File: src/vfd_scan_pkg.sv
// Constants and types shared by the display scan and its slot timer.
// Assumes a single 10 MHz clock; all times below are turned into cycles here.
package vfd_scan_pkg;

    ////////////////////////////////////////////////////////////////////////////
    // Clock and scan timing
    localparam int CLK_PERIOD_NS = 100;         // 10 MHz system clock
    localparam int FRAME_PERIOD_NS = 1778000;   // Full scan period, 1.778 ms
    localparam int SLOTS_PER_FRAME = 10;        // 1/10 duty per digit
    // Longest-time figures round down to whole cycles
    localparam int FRAME_CYC = FRAME_PERIOD_NS / CLK_PERIOD_NS;
    localparam int SLOT_CYC = FRAME_CYC / SLOTS_PER_FRAME;
    localparam int SLOT_CNT_W = 11;             // Holds SLOT_CYC - 1
    localparam logic [SLOT_CNT_W-1:0] SLOT_CNT_LAST = SLOT_CNT_W'(SLOT_CYC - 1);
    localparam logic [SLOT_CNT_W-1:0] SLOT_CNT_RST = 11'h000;

    ////////////////////////////////////////////////////////////////////////////
    // Slot index and widths
    localparam int SLOT_IDX_W = 4;
    localparam logic [SLOT_IDX_W-1:0] SLOT_IDX_RST = 4'h0;
    localparam logic [SLOT_IDX_W-1:0] SLOT_IDX_LAST = 4'h9;
    localparam int DIGIT_COUNT = 7;             // Seven digit strobes
    localparam logic [SLOT_IDX_W-1:0] DIGIT_SLOTS = 4'h7;
    localparam int DIGIT_SEL_W = 3;
    localparam int SEGMENT_COUNT = 8;           // Segments a..h
    localparam int KEY_WIDTH = 4;               // Key return lines
    localparam int MEM_ADDR_W = 7;              // 128-word data memory

    ////////////////////////////////////////////////////////////////////////////
    // Reset values
    localparam logic [DIGIT_COUNT-1:0] STROBE_RST = 7'h00;
    localparam logic [SEGMENT_COUNT-1:0] SEGMENT_RST = 8'h00;
    localparam logic [KEY_WIDTH-1:0] KEY_LATCH_RST = 4'h0;
    localparam logic [MEM_ADDR_W-1:0] MEM_ADDR_RST = 7'h00;

    ////////////////////////////////////////////////////////////////////////////
    // Scan state
    typedef enum logic [1:0]
    {
        SCAN_HOLD = 2'b00,                      // Reset or clock halt, all dark
        SCAN_RUN = 2'b01                        // Strobes cycling
    } scan_state_t;

endpackage : vfd_scan_pkg

File: src/vfd_slot_timer.sv
// Slot timer: divides the system clock into display slots of one tenth frame.
// Assumes run is low while the scan must stand still; the count restarts then.
`timescale 1ns/10ps
module vfd_slot_timer
    import vfd_scan_pkg::*;
(
    // Clock and synchronised reset
    input wire logic clk,
    input wire logic rst_n,
    // Control
    input wire logic run,
    // Slot position
    output logic [SLOT_IDX_W-1:0] slot_idx_ff,
    output logic slot_end
);

    logic [SLOT_CNT_W-1:0] cnt_ff;              // Cycles within the slot

    // Last cycle of a slot, one-cycle enable pulse
    assign slot_end = run && (cnt_ff == SLOT_CNT_LAST);

    ////////////////////////////////////////////////////////////////////////////
    // Cycle counter inside a slot
    always_ff @(posedge clk or negedge rst_n)
    begin
        if (!rst_n)
        begin
            cnt_ff <= SLOT_CNT_RST;
        end
        else if (!run || slot_end)
        begin
            // Halt restarts the slot so the first slot after it is whole
            cnt_ff <= SLOT_CNT_RST;
        end
        else
        begin
            cnt_ff <= cnt_ff + 11'h001;
        end
    end

    // Slot index walks 0..9 and wraps
    always_ff @(posedge clk or negedge rst_n)
    begin
        if (!rst_n)
        begin
            slot_idx_ff <= SLOT_IDX_RST;
        end
        else if (!run)
        begin
            slot_idx_ff <= SLOT_IDX_RST;
        end
        else if (slot_end)
        begin
            slot_idx_ff <= (slot_idx_ff == SLOT_IDX_LAST) ? SLOT_IDX_RST
                                                          : slot_idx_ff + 4'h1;
        end
    end

endmodule : vfd_slot_timer

File: src/vfd_digit_key_scan.sv
// Dynamic digit/segment scan for a seven-digit display with shared key matrix.
// Assumes key lines and program-side strobes are synchronous to clk.
`timescale 1ns/10ps

// Behaviour
// RL1: Each strobe 1/10 duty, 1.778 ms frame
// RL2: Seven digit strobes, eight segment drives
// RL3: Strobes low during reset and clock halt
// RL4: Latch key lines at program-chosen digit
// RL5: Key read writes latch to memory
// RL6: Strobes time the key matrix returns
// RL7: Reset held while low, scan restarts after
// RL8: Digits one per slot, three blank slots
module vfd_digit_key_scan
    import vfd_scan_pkg::*;
(
    // Clock and reset
    input wire logic clk,
    input wire logic arst_n,
    // Clock stop instruction in effect
    input wire logic clock_halt_op,
    // Segment pattern writes from the program
    input wire logic seg_wr_en,
    input wire logic [DIGIT_SEL_W-1:0] seg_wr_digit,
    input wire logic [SEGMENT_COUNT-1:0] seg_wr_data,
    // Key matrix
    input wire logic [KEY_WIDTH-1:0] key_return_in,
    input wire logic [DIGIT_SEL_W-1:0] key_slot_sel,
    // Key-read instruction
    input wire logic key_read_req,
    input wire logic [MEM_ADDR_W-1:0] key_read_addr,
    // Data memory write port
    output logic mem_wr_en,
    output logic [MEM_ADDR_W-1:0] mem_wr_addr,
    output logic [KEY_WIDTH-1:0] mem_wr_data,
    // Display drive
    output logic [DIGIT_COUNT-1:0] digit_strobe_out,
    output logic [SEGMENT_COUNT-1:0] segment_out
);

    ////////////////////////////////////////////////////////////////////////////
    // Reset release
    logic rst_meta_ff;                          // First stage, read only by next
    logic rst_n;                                // Released copy used everywhere

    // Assert at once, release through two flops
    always_ff @(posedge clk or negedge arst_n)
    begin
        if (!arst_n)
        begin
            rst_meta_ff <= 1'b0;
            rst_n <= 1'b0;
        end
        else
        begin
            rst_meta_ff <= 1'b1;
            rst_n <= rst_meta_ff;
        end
    end

    ////////////////////////////////////////////////////////////////////////////
    // Scan state
    scan_state_t state_ff;
    scan_state_t nxt_state;
    logic run;                                  // Timer advances
    logic [SLOT_IDX_W-1:0] slot_idx;            // Current slot 0..9
    logic slot_end;                             // Last cycle of slot

    // Halt wins; leaving it starts again from slot 0
    always_comb
    begin
        case (state_ff)
            SCAN_HOLD: nxt_state = clock_halt_op ? SCAN_HOLD : SCAN_RUN;
            SCAN_RUN: nxt_state = clock_halt_op ? SCAN_HOLD : SCAN_RUN;
            default: nxt_state = SCAN_HOLD;
        endcase
    end

    // State register, held dark through reset
    always_ff @(posedge clk or negedge rst_n)
    begin
        if (!rst_n)
        begin
            state_ff <= SCAN_HOLD;              // [RL7]
        end
        else
        begin
            state_ff <= nxt_state;
        end
    end

    assign run = (state_ff == SCAN_RUN) && !clock_halt_op;

    vfd_slot_timer u_slot_timer
    (
        .clk(clk),
        .rst_n(rst_n),
        .run(run),
        .slot_idx_ff(slot_idx),
        .slot_end(slot_end)
    );

    ////////////////////////////////////////////////////////////////////////////
    // Digit strobes
    logic [DIGIT_COUNT-1:0] strobe_ff;
    logic [DIGIT_COUNT-1:0] nxt_strobe;

    // One digit per slot; slots 7..9 blank, which sets the 1/10 duty
    always_comb
    begin
        nxt_strobe = STROBE_RST;
        if (run && (slot_idx < DIGIT_SLOTS))
        begin
            nxt_strobe[slot_idx[DIGIT_SEL_W-1:0]] = 1'b1; // [RL8] [RL1]
        end
    end

    // Strobe outputs come from flops; reset and halt force them low
    always_ff @(posedge clk or negedge rst_n)
    begin
        if (!rst_n)
        begin
            strobe_ff <= STROBE_RST;            // [RL3]
        end
        else
        begin
            strobe_ff <= nxt_strobe;            // [RL3] [RL2]
        end
    end

    assign digit_strobe_out = strobe_ff;

    ////////////////////////////////////////////////////////////////////////////
    // Segment pattern store, one entry per digit
    logic [SEGMENT_COUNT-1:0] seg_mem_ff [DIGIT_COUNT];
    logic [SEGMENT_COUNT-1:0] seg_ff;           // Segment drive flops

    genvar gi;
    generate
        for (gi = 0; gi < DIGIT_COUNT; gi++)
        begin : g_seg_entry
            // Each entry keeps its pattern until rewritten
            always_ff @(posedge clk or negedge rst_n)
            begin
                if (!rst_n)
                begin
                    seg_mem_ff[gi] <= SEGMENT_RST;
                end
                else if (seg_wr_en && (seg_wr_digit == DIGIT_SEL_W'(gi)))
                begin
                    seg_mem_ff[gi] <= seg_wr_data;
                end
            end
        end
    endgenerate

    // Segments change with the strobe so no ghosting into the next digit
    always_ff @(posedge clk or negedge rst_n)
    begin
        if (!rst_n)
        begin
            seg_ff <= SEGMENT_RST;
        end
        else if (run && (slot_idx < DIGIT_SLOTS))
        begin
            seg_ff <= seg_mem_ff[slot_idx[DIGIT_SEL_W-1:0]]; // [RL2]
        end
        else
        begin
            seg_ff <= SEGMENT_RST;              // Blank slots and halt
        end
    end

    assign segment_out = seg_ff;

    ////////////////////////////////////////////////////////////////////////////
    // Key input latch
    logic [KEY_WIDTH-1:0] key_latch_ff;
    logic key_capture;                          // Sample point this cycle

    // Sample at the end of the chosen slot, when returns have settled
    assign key_capture = slot_end && (slot_idx == SLOT_IDX_W'(key_slot_sel)) &&
                         (slot_idx < DIGIT_SLOTS); // [RL6]

    always_ff @(posedge clk or negedge rst_n)
    begin
        if (!rst_n)
        begin
            key_latch_ff <= KEY_LATCH_RST;
        end
        else if (key_capture)
        begin
            key_latch_ff <= key_return_in;      // [RL4]
        end
    end

    ////////////////////////////////////////////////////////////////////////////
    // Key-read transfer to data memory
    logic mem_wr_en_ff;
    logic [MEM_ADDR_W-1:0] mem_wr_addr_ff;
    logic [KEY_WIDTH-1:0] mem_wr_data_ff;

    // One write cycle after each request; holds the latch as it stood
    always_ff @(posedge clk or negedge rst_n)
    begin
        if (!rst_n)
        begin
            mem_wr_en_ff <= 1'b0;
            mem_wr_addr_ff <= MEM_ADDR_RST;
            mem_wr_data_ff <= KEY_LATCH_RST;
        end
        else
        begin
            mem_wr_en_ff <= key_read_req;       // [RL5]
            if (key_read_req)
            begin
                mem_wr_addr_ff <= key_read_addr;
                mem_wr_data_ff <= key_latch_ff; // [RL5]
            end
        end
    end

    assign mem_wr_en = mem_wr_en_ff;
    assign mem_wr_addr = mem_wr_addr_ff;
    assign mem_wr_data = mem_wr_data_ff;

    ////////////////////////////////////////////////////////////////////////////
    // Check helpers: strobe 0 high time and period
    logic s0_q_ff;                              // Strobe 0 one cycle back
    logic seen_ff;                              // Clean rise since halt
    logic [15:0] hi_cnt_ff;                     // Cycles since rise, while high
    logic [15:0] per_cnt_ff;                    // Cycles since last rise

    always_ff @(posedge clk or negedge rst_n)
    begin
        if (!rst_n)
        begin
            s0_q_ff <= 1'b0;
            seen_ff <= 1'b0;
            hi_cnt_ff <= 16'h0000;
            per_cnt_ff <= 16'h0000;
        end
        else
        begin
            s0_q_ff <= strobe_ff[0];
            hi_cnt_ff <= strobe_ff[0] ? hi_cnt_ff + 16'h0001 : 16'h0000;
            per_cnt_ff <= (strobe_ff[0] && !s0_q_ff) ? 16'h0001 : per_cnt_ff + 16'h0001;
            if (clock_halt_op)
            begin
                seen_ff <= 1'b0;
            end
            else if (strobe_ff[0] && !s0_q_ff)
            begin
                seen_ff <= 1'b1;
            end
        end
    end

    ////////////////////////////////////////////////////////////////////////////
    // Assertions
    a_strobe_high_time: assert property (@(posedge clk) disable iff (!rst_n) // [RL1]
        (!strobe_ff[0] && s0_q_ff && seen_ff) |-> (hi_cnt_ff == 16'(SLOT_CYC)))
        else $error("digit strobe high time is not one slot");
    a_frame_period: assert property (@(posedge clk) disable iff (!rst_n) // [RL1]
        (strobe_ff[0] && !s0_q_ff && seen_ff) |-> (per_cnt_ff == 16'(FRAME_CYC)))
        else $error("scan frame period wrong");
    a_strobe_one_hot: assert property (@(posedge clk) disable iff (!rst_n) // [RL8]
        $onehot0(digit_strobe_out))
        else $error("more than one digit strobe active");
    a_strobe_tracks_slot: assert property (@(posedge clk) disable iff (!rst_n) // [RL6]
        (run && slot_idx < DIGIT_SLOTS) |=>
        (digit_strobe_out == (7'h01 << $past(slot_idx))))
        else $error("strobe does not match slot");
    a_blank_slots: assert property (@(posedge clk) disable iff (!rst_n) // [RL2]
        (slot_idx >= DIGIT_SLOTS) |=> (digit_strobe_out == 7'h00 && segment_out == 8'h00))
        else $error("display not blank in spare slot");
    a_halt_dark: assert property (@(posedge clk) disable iff (!rst_n) // [RL3]
        clock_halt_op |=> (digit_strobe_out == 7'h00) [*2])
        else $error("strobe active during clock halt");
    a_reset_dark: assert property (@(posedge clk) disable iff (!arst_n) // [RL3]
        !rst_n |-> (digit_strobe_out == 7'h00 && state_ff == SCAN_HOLD))
        else $error("strobe active during reset");
    a_restart_scan: assert property (@(posedge clk) disable iff (!arst_n) // [RL7]
        ($rose(rst_n) && !clock_halt_op) |=> ##1 (digit_strobe_out == 7'h01))
        else $error("scan did not restart at digit 0");
    a_key_capture: assert property (@(posedge clk) disable iff (!rst_n) // [RL4]
        key_capture |=> (key_latch_ff == $past(key_return_in)))
        else $error("key latch missed capture");
    a_key_read: assert property (@(posedge clk) disable iff (!rst_n) // [RL5]
        key_read_req |=> (mem_wr_en && mem_wr_addr == $past(key_read_addr) &&
        mem_wr_data == $past(key_latch_ff)))
        else $error("key read wrote wrong word");

endmodule : vfd_digit_key_scan

File: config.mk
export PLATFORM = sky130hd
export DESIGN_NAME = vfd_digit_key_scan
export DESIGN_NICKNAME = d
export VERILOG_FILES = /design/src/vfd_scan_pkg.sv /design/src/vfd_slot_timer.sv /design/src/vfd_digit_key_scan.sv
export SDC_FILE = /design/constraint.sdc
export NUM_CORES = 1
export LEC_CHECK = 0
export BUFFER_PORTS_ARGS = -buffer_cell sky130_fd_sc_hd__buf_2
export CAP_MARGIN = 20
export CORE_MARGIN = 2
export CORE_UTILIZATION = 35
export CTS_CLUSTER_SIZE = 24
export DETAILED_ROUTE_END_ITERATION = 12
export GPL_TIMING_DRIVEN = 0
export PLACE_DENSITY = 0.65
export SETUP_SLACK_MARGIN = 0.3
export SYNTH_ARGS = -nofsm -noshare
export SYNTH_HDL_FRONTEND = slang
export SYNTH_SLANG_ARGS = --single-unit
File: constraint.sdc
create_clock -name clk -period 3.87 [get_ports clk]
set_input_delay 0.774 -clock clk [delete_from_list [all_inputs] [get_ports clk]]
set_output_delay 0.774 -clock clk [all_outputs]
set_load 0.02 [all_outputs]
==> impl_metrics.py <==
metrics = {
    "detailed_routing": {
        "drcViolationCount": 0,
        "totalWireLength_um": 9320,
        "via_count": 2816,
        "antenna_violating_nets_post_route": 0,
        "viasPerCell": 4.89,
        "detail_route.first_pass.iterations": 4,
        "wl_cell_um": 16.2,
        "drt_first_iter_violations": 116,
    },
    "die": {
        "ios": 57,
        "design.core.area_um2": 12500,
        "die_area_um2": 13600,
        "initial_core_utilization_pct": 35.6,
        "floorplan.die.width_um": 117,
        "floorplan.die.height_um": 117,
        "placementRows": 41,
    },
    "worst_setup_path": {
        "setup.worst_path.end_class": "flop",
        "cp_data_arrival_time_ns": 2.69,
        "crit_start": "u_slot_timer.slot_idx_ff[0]",
        "worstSetupPathType": "flop to flop",
        "critPathRequiredTime_ns": 4.13,
        "regToRegSetupSlack_ns": 1.44,
        "start_kind": "flop",
        "capture_instance_of_the_worst_register_to_register_path": "segment_out[5]",
        "path_max_fanout": 10,
        "rr_worst_depth": 6,
        "crit-reg2reg-launch": "u_slot_timer.slot_idx_ff[0]",
    },
    "cts": {
        "clock_tree.htree_level_count": 3,
        "tritoncts": "yes",
        "max-clock-path-buffers": 2,
        "clkTransAtPathRegs_ns": 0.07,
        "clock_tree.root_cell": "clkbuf_16",
        "tritoncts_num_sinks": 105,
        "clk_latency_ns": 0.35,
        "postCtsSetupRepairBufs": 0,
        "cts_resized": 0,
        "cts_inserted_buffers": 9,
        "post_cts_hold_buffer_count": 0,
    },
    "placement": {
        "place.detailed.instances": 560,
        "place_area_um2": 4980,
        "port_buffer_cells": 54,
        "gp_congestion": 0.752,
        "detailed_placer_s_ending_hpwl_um": 6310,
    },
    "layout": {
        "antenna-diode-count": 0,
        "final_core_util_pct": 42.0,
        "area_growth_pct": 18.0,
        "instances_no_fill": 576,
        "num-nets-final": 433,
        "layout_cell_share_with_drive_strength_beyond_1_pct": 40.1,
        "design_area_um2": 5260,
    },
    "pwr": {
        "power_uw": 2450,
        "swShare_pct": 24.3,
        "p_switching_uw": 598,
        "sequentialPowerShare_pct": 53.9,
        "powerDensity_nw_per_um2": 467,
        "worst_ir_drop_vdd_mv": 0.278,
        "p_int_uw": 1860,
        "comb_power_share_pct": 11.4,
        "clock_power_share_pct": 34.7,
        "leakage_power_uw": 0.00231,
    },
    "grt": {
        "antenna_found_initial": 0,
        "grt_util_all_layers_pct": 14.3,
        "grt_overflow": 0,
        "pin_count_of_the_biggest_net_entering_global_routing": 68,
        "vias_in_the_first_global_route": 2861,
        "wire_length_of_the_first_global_routing_pass_um": 14700,
    },
    "timing": {
        "fin_crit_share_pct": 62.8,
        "clock.fmax_mhz": 411,
        "tightestPinTransition_ns": 0.886,
        "fin_skew_ns": 0.00695,
        "slew_viol_final": 0,
        "hold_violations": 0,
        "final.min_clock_period_ns": 2.43,
        "fin_setup_tns_ns": 0,
        "setup_viol": 0,
        "slew_headroom_pct": 40.6,
        "grt_setup_unrepaired": "no",
    },
    "synthesis": {
        "synth.net_count": 367,
        "yosysWarnings": 0,
        "ys_top_cells_by_area": "dfrtp_1 59%, mux2_2 19%, nor2_1 2.0%",
        "synth.lib_cells_used.distinct": 39,
        "synth_async_sr_flop_share_pct": 100,
        "syn-instance-count": 333,
        "synth_sequential_area_ratio_pct": 59.0,
        "synthesis.area_per_instance_um2": 13.4,
        "yosys.area.top_type": "dfrtp_1",
        "cell_area_after_synthesis_um2": 4450,
        "yosys_register_bits": 105,
        "synth_edf_count": 0,
        "synth_top_area_share_pct": 59.0,
        "synth_flop_cell": "dfrtp_1",
    },
    "outcome": {
        "outcome": "complete, no violations",
    },
    "worst_hold_path": {
        "holdCritPathClass": "input pin to async pin",
    },
    "flow_run": {
        "maxCapViolCount": 0,
    },
}
-- sequential cells by signal (all words and copies together), names as in the netlist --
name                      count
seg_mem_ff                   56
mem_wr_addr                   7
state_ff                      1
rst_n                         1
mem_wr_en                     1
segment_out                   8
digit_strobe_out              7
rst_meta_ff                   1
key_latch_ff                  4
mem_wr_data                   4
u_slot_timer.slot_idx_ff      4
u_slot_timer.cnt_ff          11
-- area by class of cell --
type                            instances  area (um2)
Fill cell                            1200        7260
Sequential cell                       105        2630
Multi-Input combinational cell        210        1760
Timing Repair Buffer                   55         298
Clock buffer                           10         239
Tap cell                              172         215
Buffer                                 13        51.3
Clock inverter                          6        41.3
Inverter                                5        18.8
-- worst max-delay path by stage --
stage | slack [ns] | depth (start not counted) | end
finish | 1.44 | 6 | segment_out[5]
global route | 1.26 | 6 | segment_out[5]
CTS | 1.38 | 6 | segment_out[5]
detailed placement | 1.40 | 6 | segment_out[5]
global placement | -0.34 | 0 | seg_mem_ff[54]
floorplan | 0.73 | 0 | digit_strobe_out[0]
-- per-layer routing --
metal	track usage, %	up-vias	share of wire, %
met4	6.67	0	2.0
li1	-	1323	-
met3	2.63	11	2.9
met1	18.0	1439	45
met5	0	-	0
met2	24.1	43	50
-- cell usage after synthesis (all sizes together) (3+ instances only) --
master,count
nand3,3
dfrtp,105
inv,5
nor2,24
mux2i,4
or3,3
clkbuf,11
xnor2,6
mux2,77
ha,4
a21oi,4
o21ai,4
o22ai,12
o221ai,6
nand2,14
nand2b,5
nand4b,4
nor3,10
o21a,6
xor2,5
-- placed cells by master (no fill, tap or decap), types with 4 or more instances in the layout --
cell type | Yosys | final
mux2_2 | 77 | 77
nor3_1 | 9 | 8
ha_1 | 4 | 4
xnor2_1 | 6 | 6
nand2b_1 | 5 | 5
a21oi_1 | 4 | 4
dfrtp_1 | 105 | 104
xor2_1 | 5 | 5
inv_1 | 5 | 5
buf_2 | 1 | 55
nand2_1 | 14 | 14
o221ai_1 | 6 | 6
mux2i_1 | 4 | 4
o21a_1 | 6 | 6
clkbuf_1 | 10 | 10
o21ai_0 | 4 | 4
nand4b_1 | 4 | 4
clkbuf_16 | 0 | 9
o22ai_1 | 12 | 12
nor2_1 | 24 | 24
-- power by group through the flow --
stage,Combinational (uW),Sequential (uW),Clock [uW]
after floorplan,181,1350,0
after global placement,255,1340,0
after detailed placement,284,1340,0
after CTS,286,1320,872
after global routing,308,1340,915
final,280,1320,852
-- critical path, cell delays in order (launching register included) --
cell	delay, ns
dfrtp_1	0.38
clkbuf_1	0.66
clkbuf_1	0.48
buf_2	0.35
o221ai_1	0.16
o21a_1	0.14
nor3_1	0.17
-- cell families (layout without fill, tap and decap cells) --
kind of cell	Yosys count	after routing	synth area share [%]
compound gates	34	34	5.14
xor+xnor	11	11	2.16
fa+ha+maj	4	4	1.12
buf+inv	18	89	1.57
flops	105	105	59.0
mux	83	83	21.4
other cells	1	1	0.0842
simple gates	77	77	9.55
-- per-stage QoR --
step                      hold slack [ns]  setup WS [ns]
after CTS                           0.190           1.38
after floorplan                     0.331          0.728
after global routing                0.192           1.26
final                               0.199           1.44
after detailed placement            0.323           1.40
after global placement              0.339         -0.335
No activity file was read; power rests on OpenSTA's default activity.
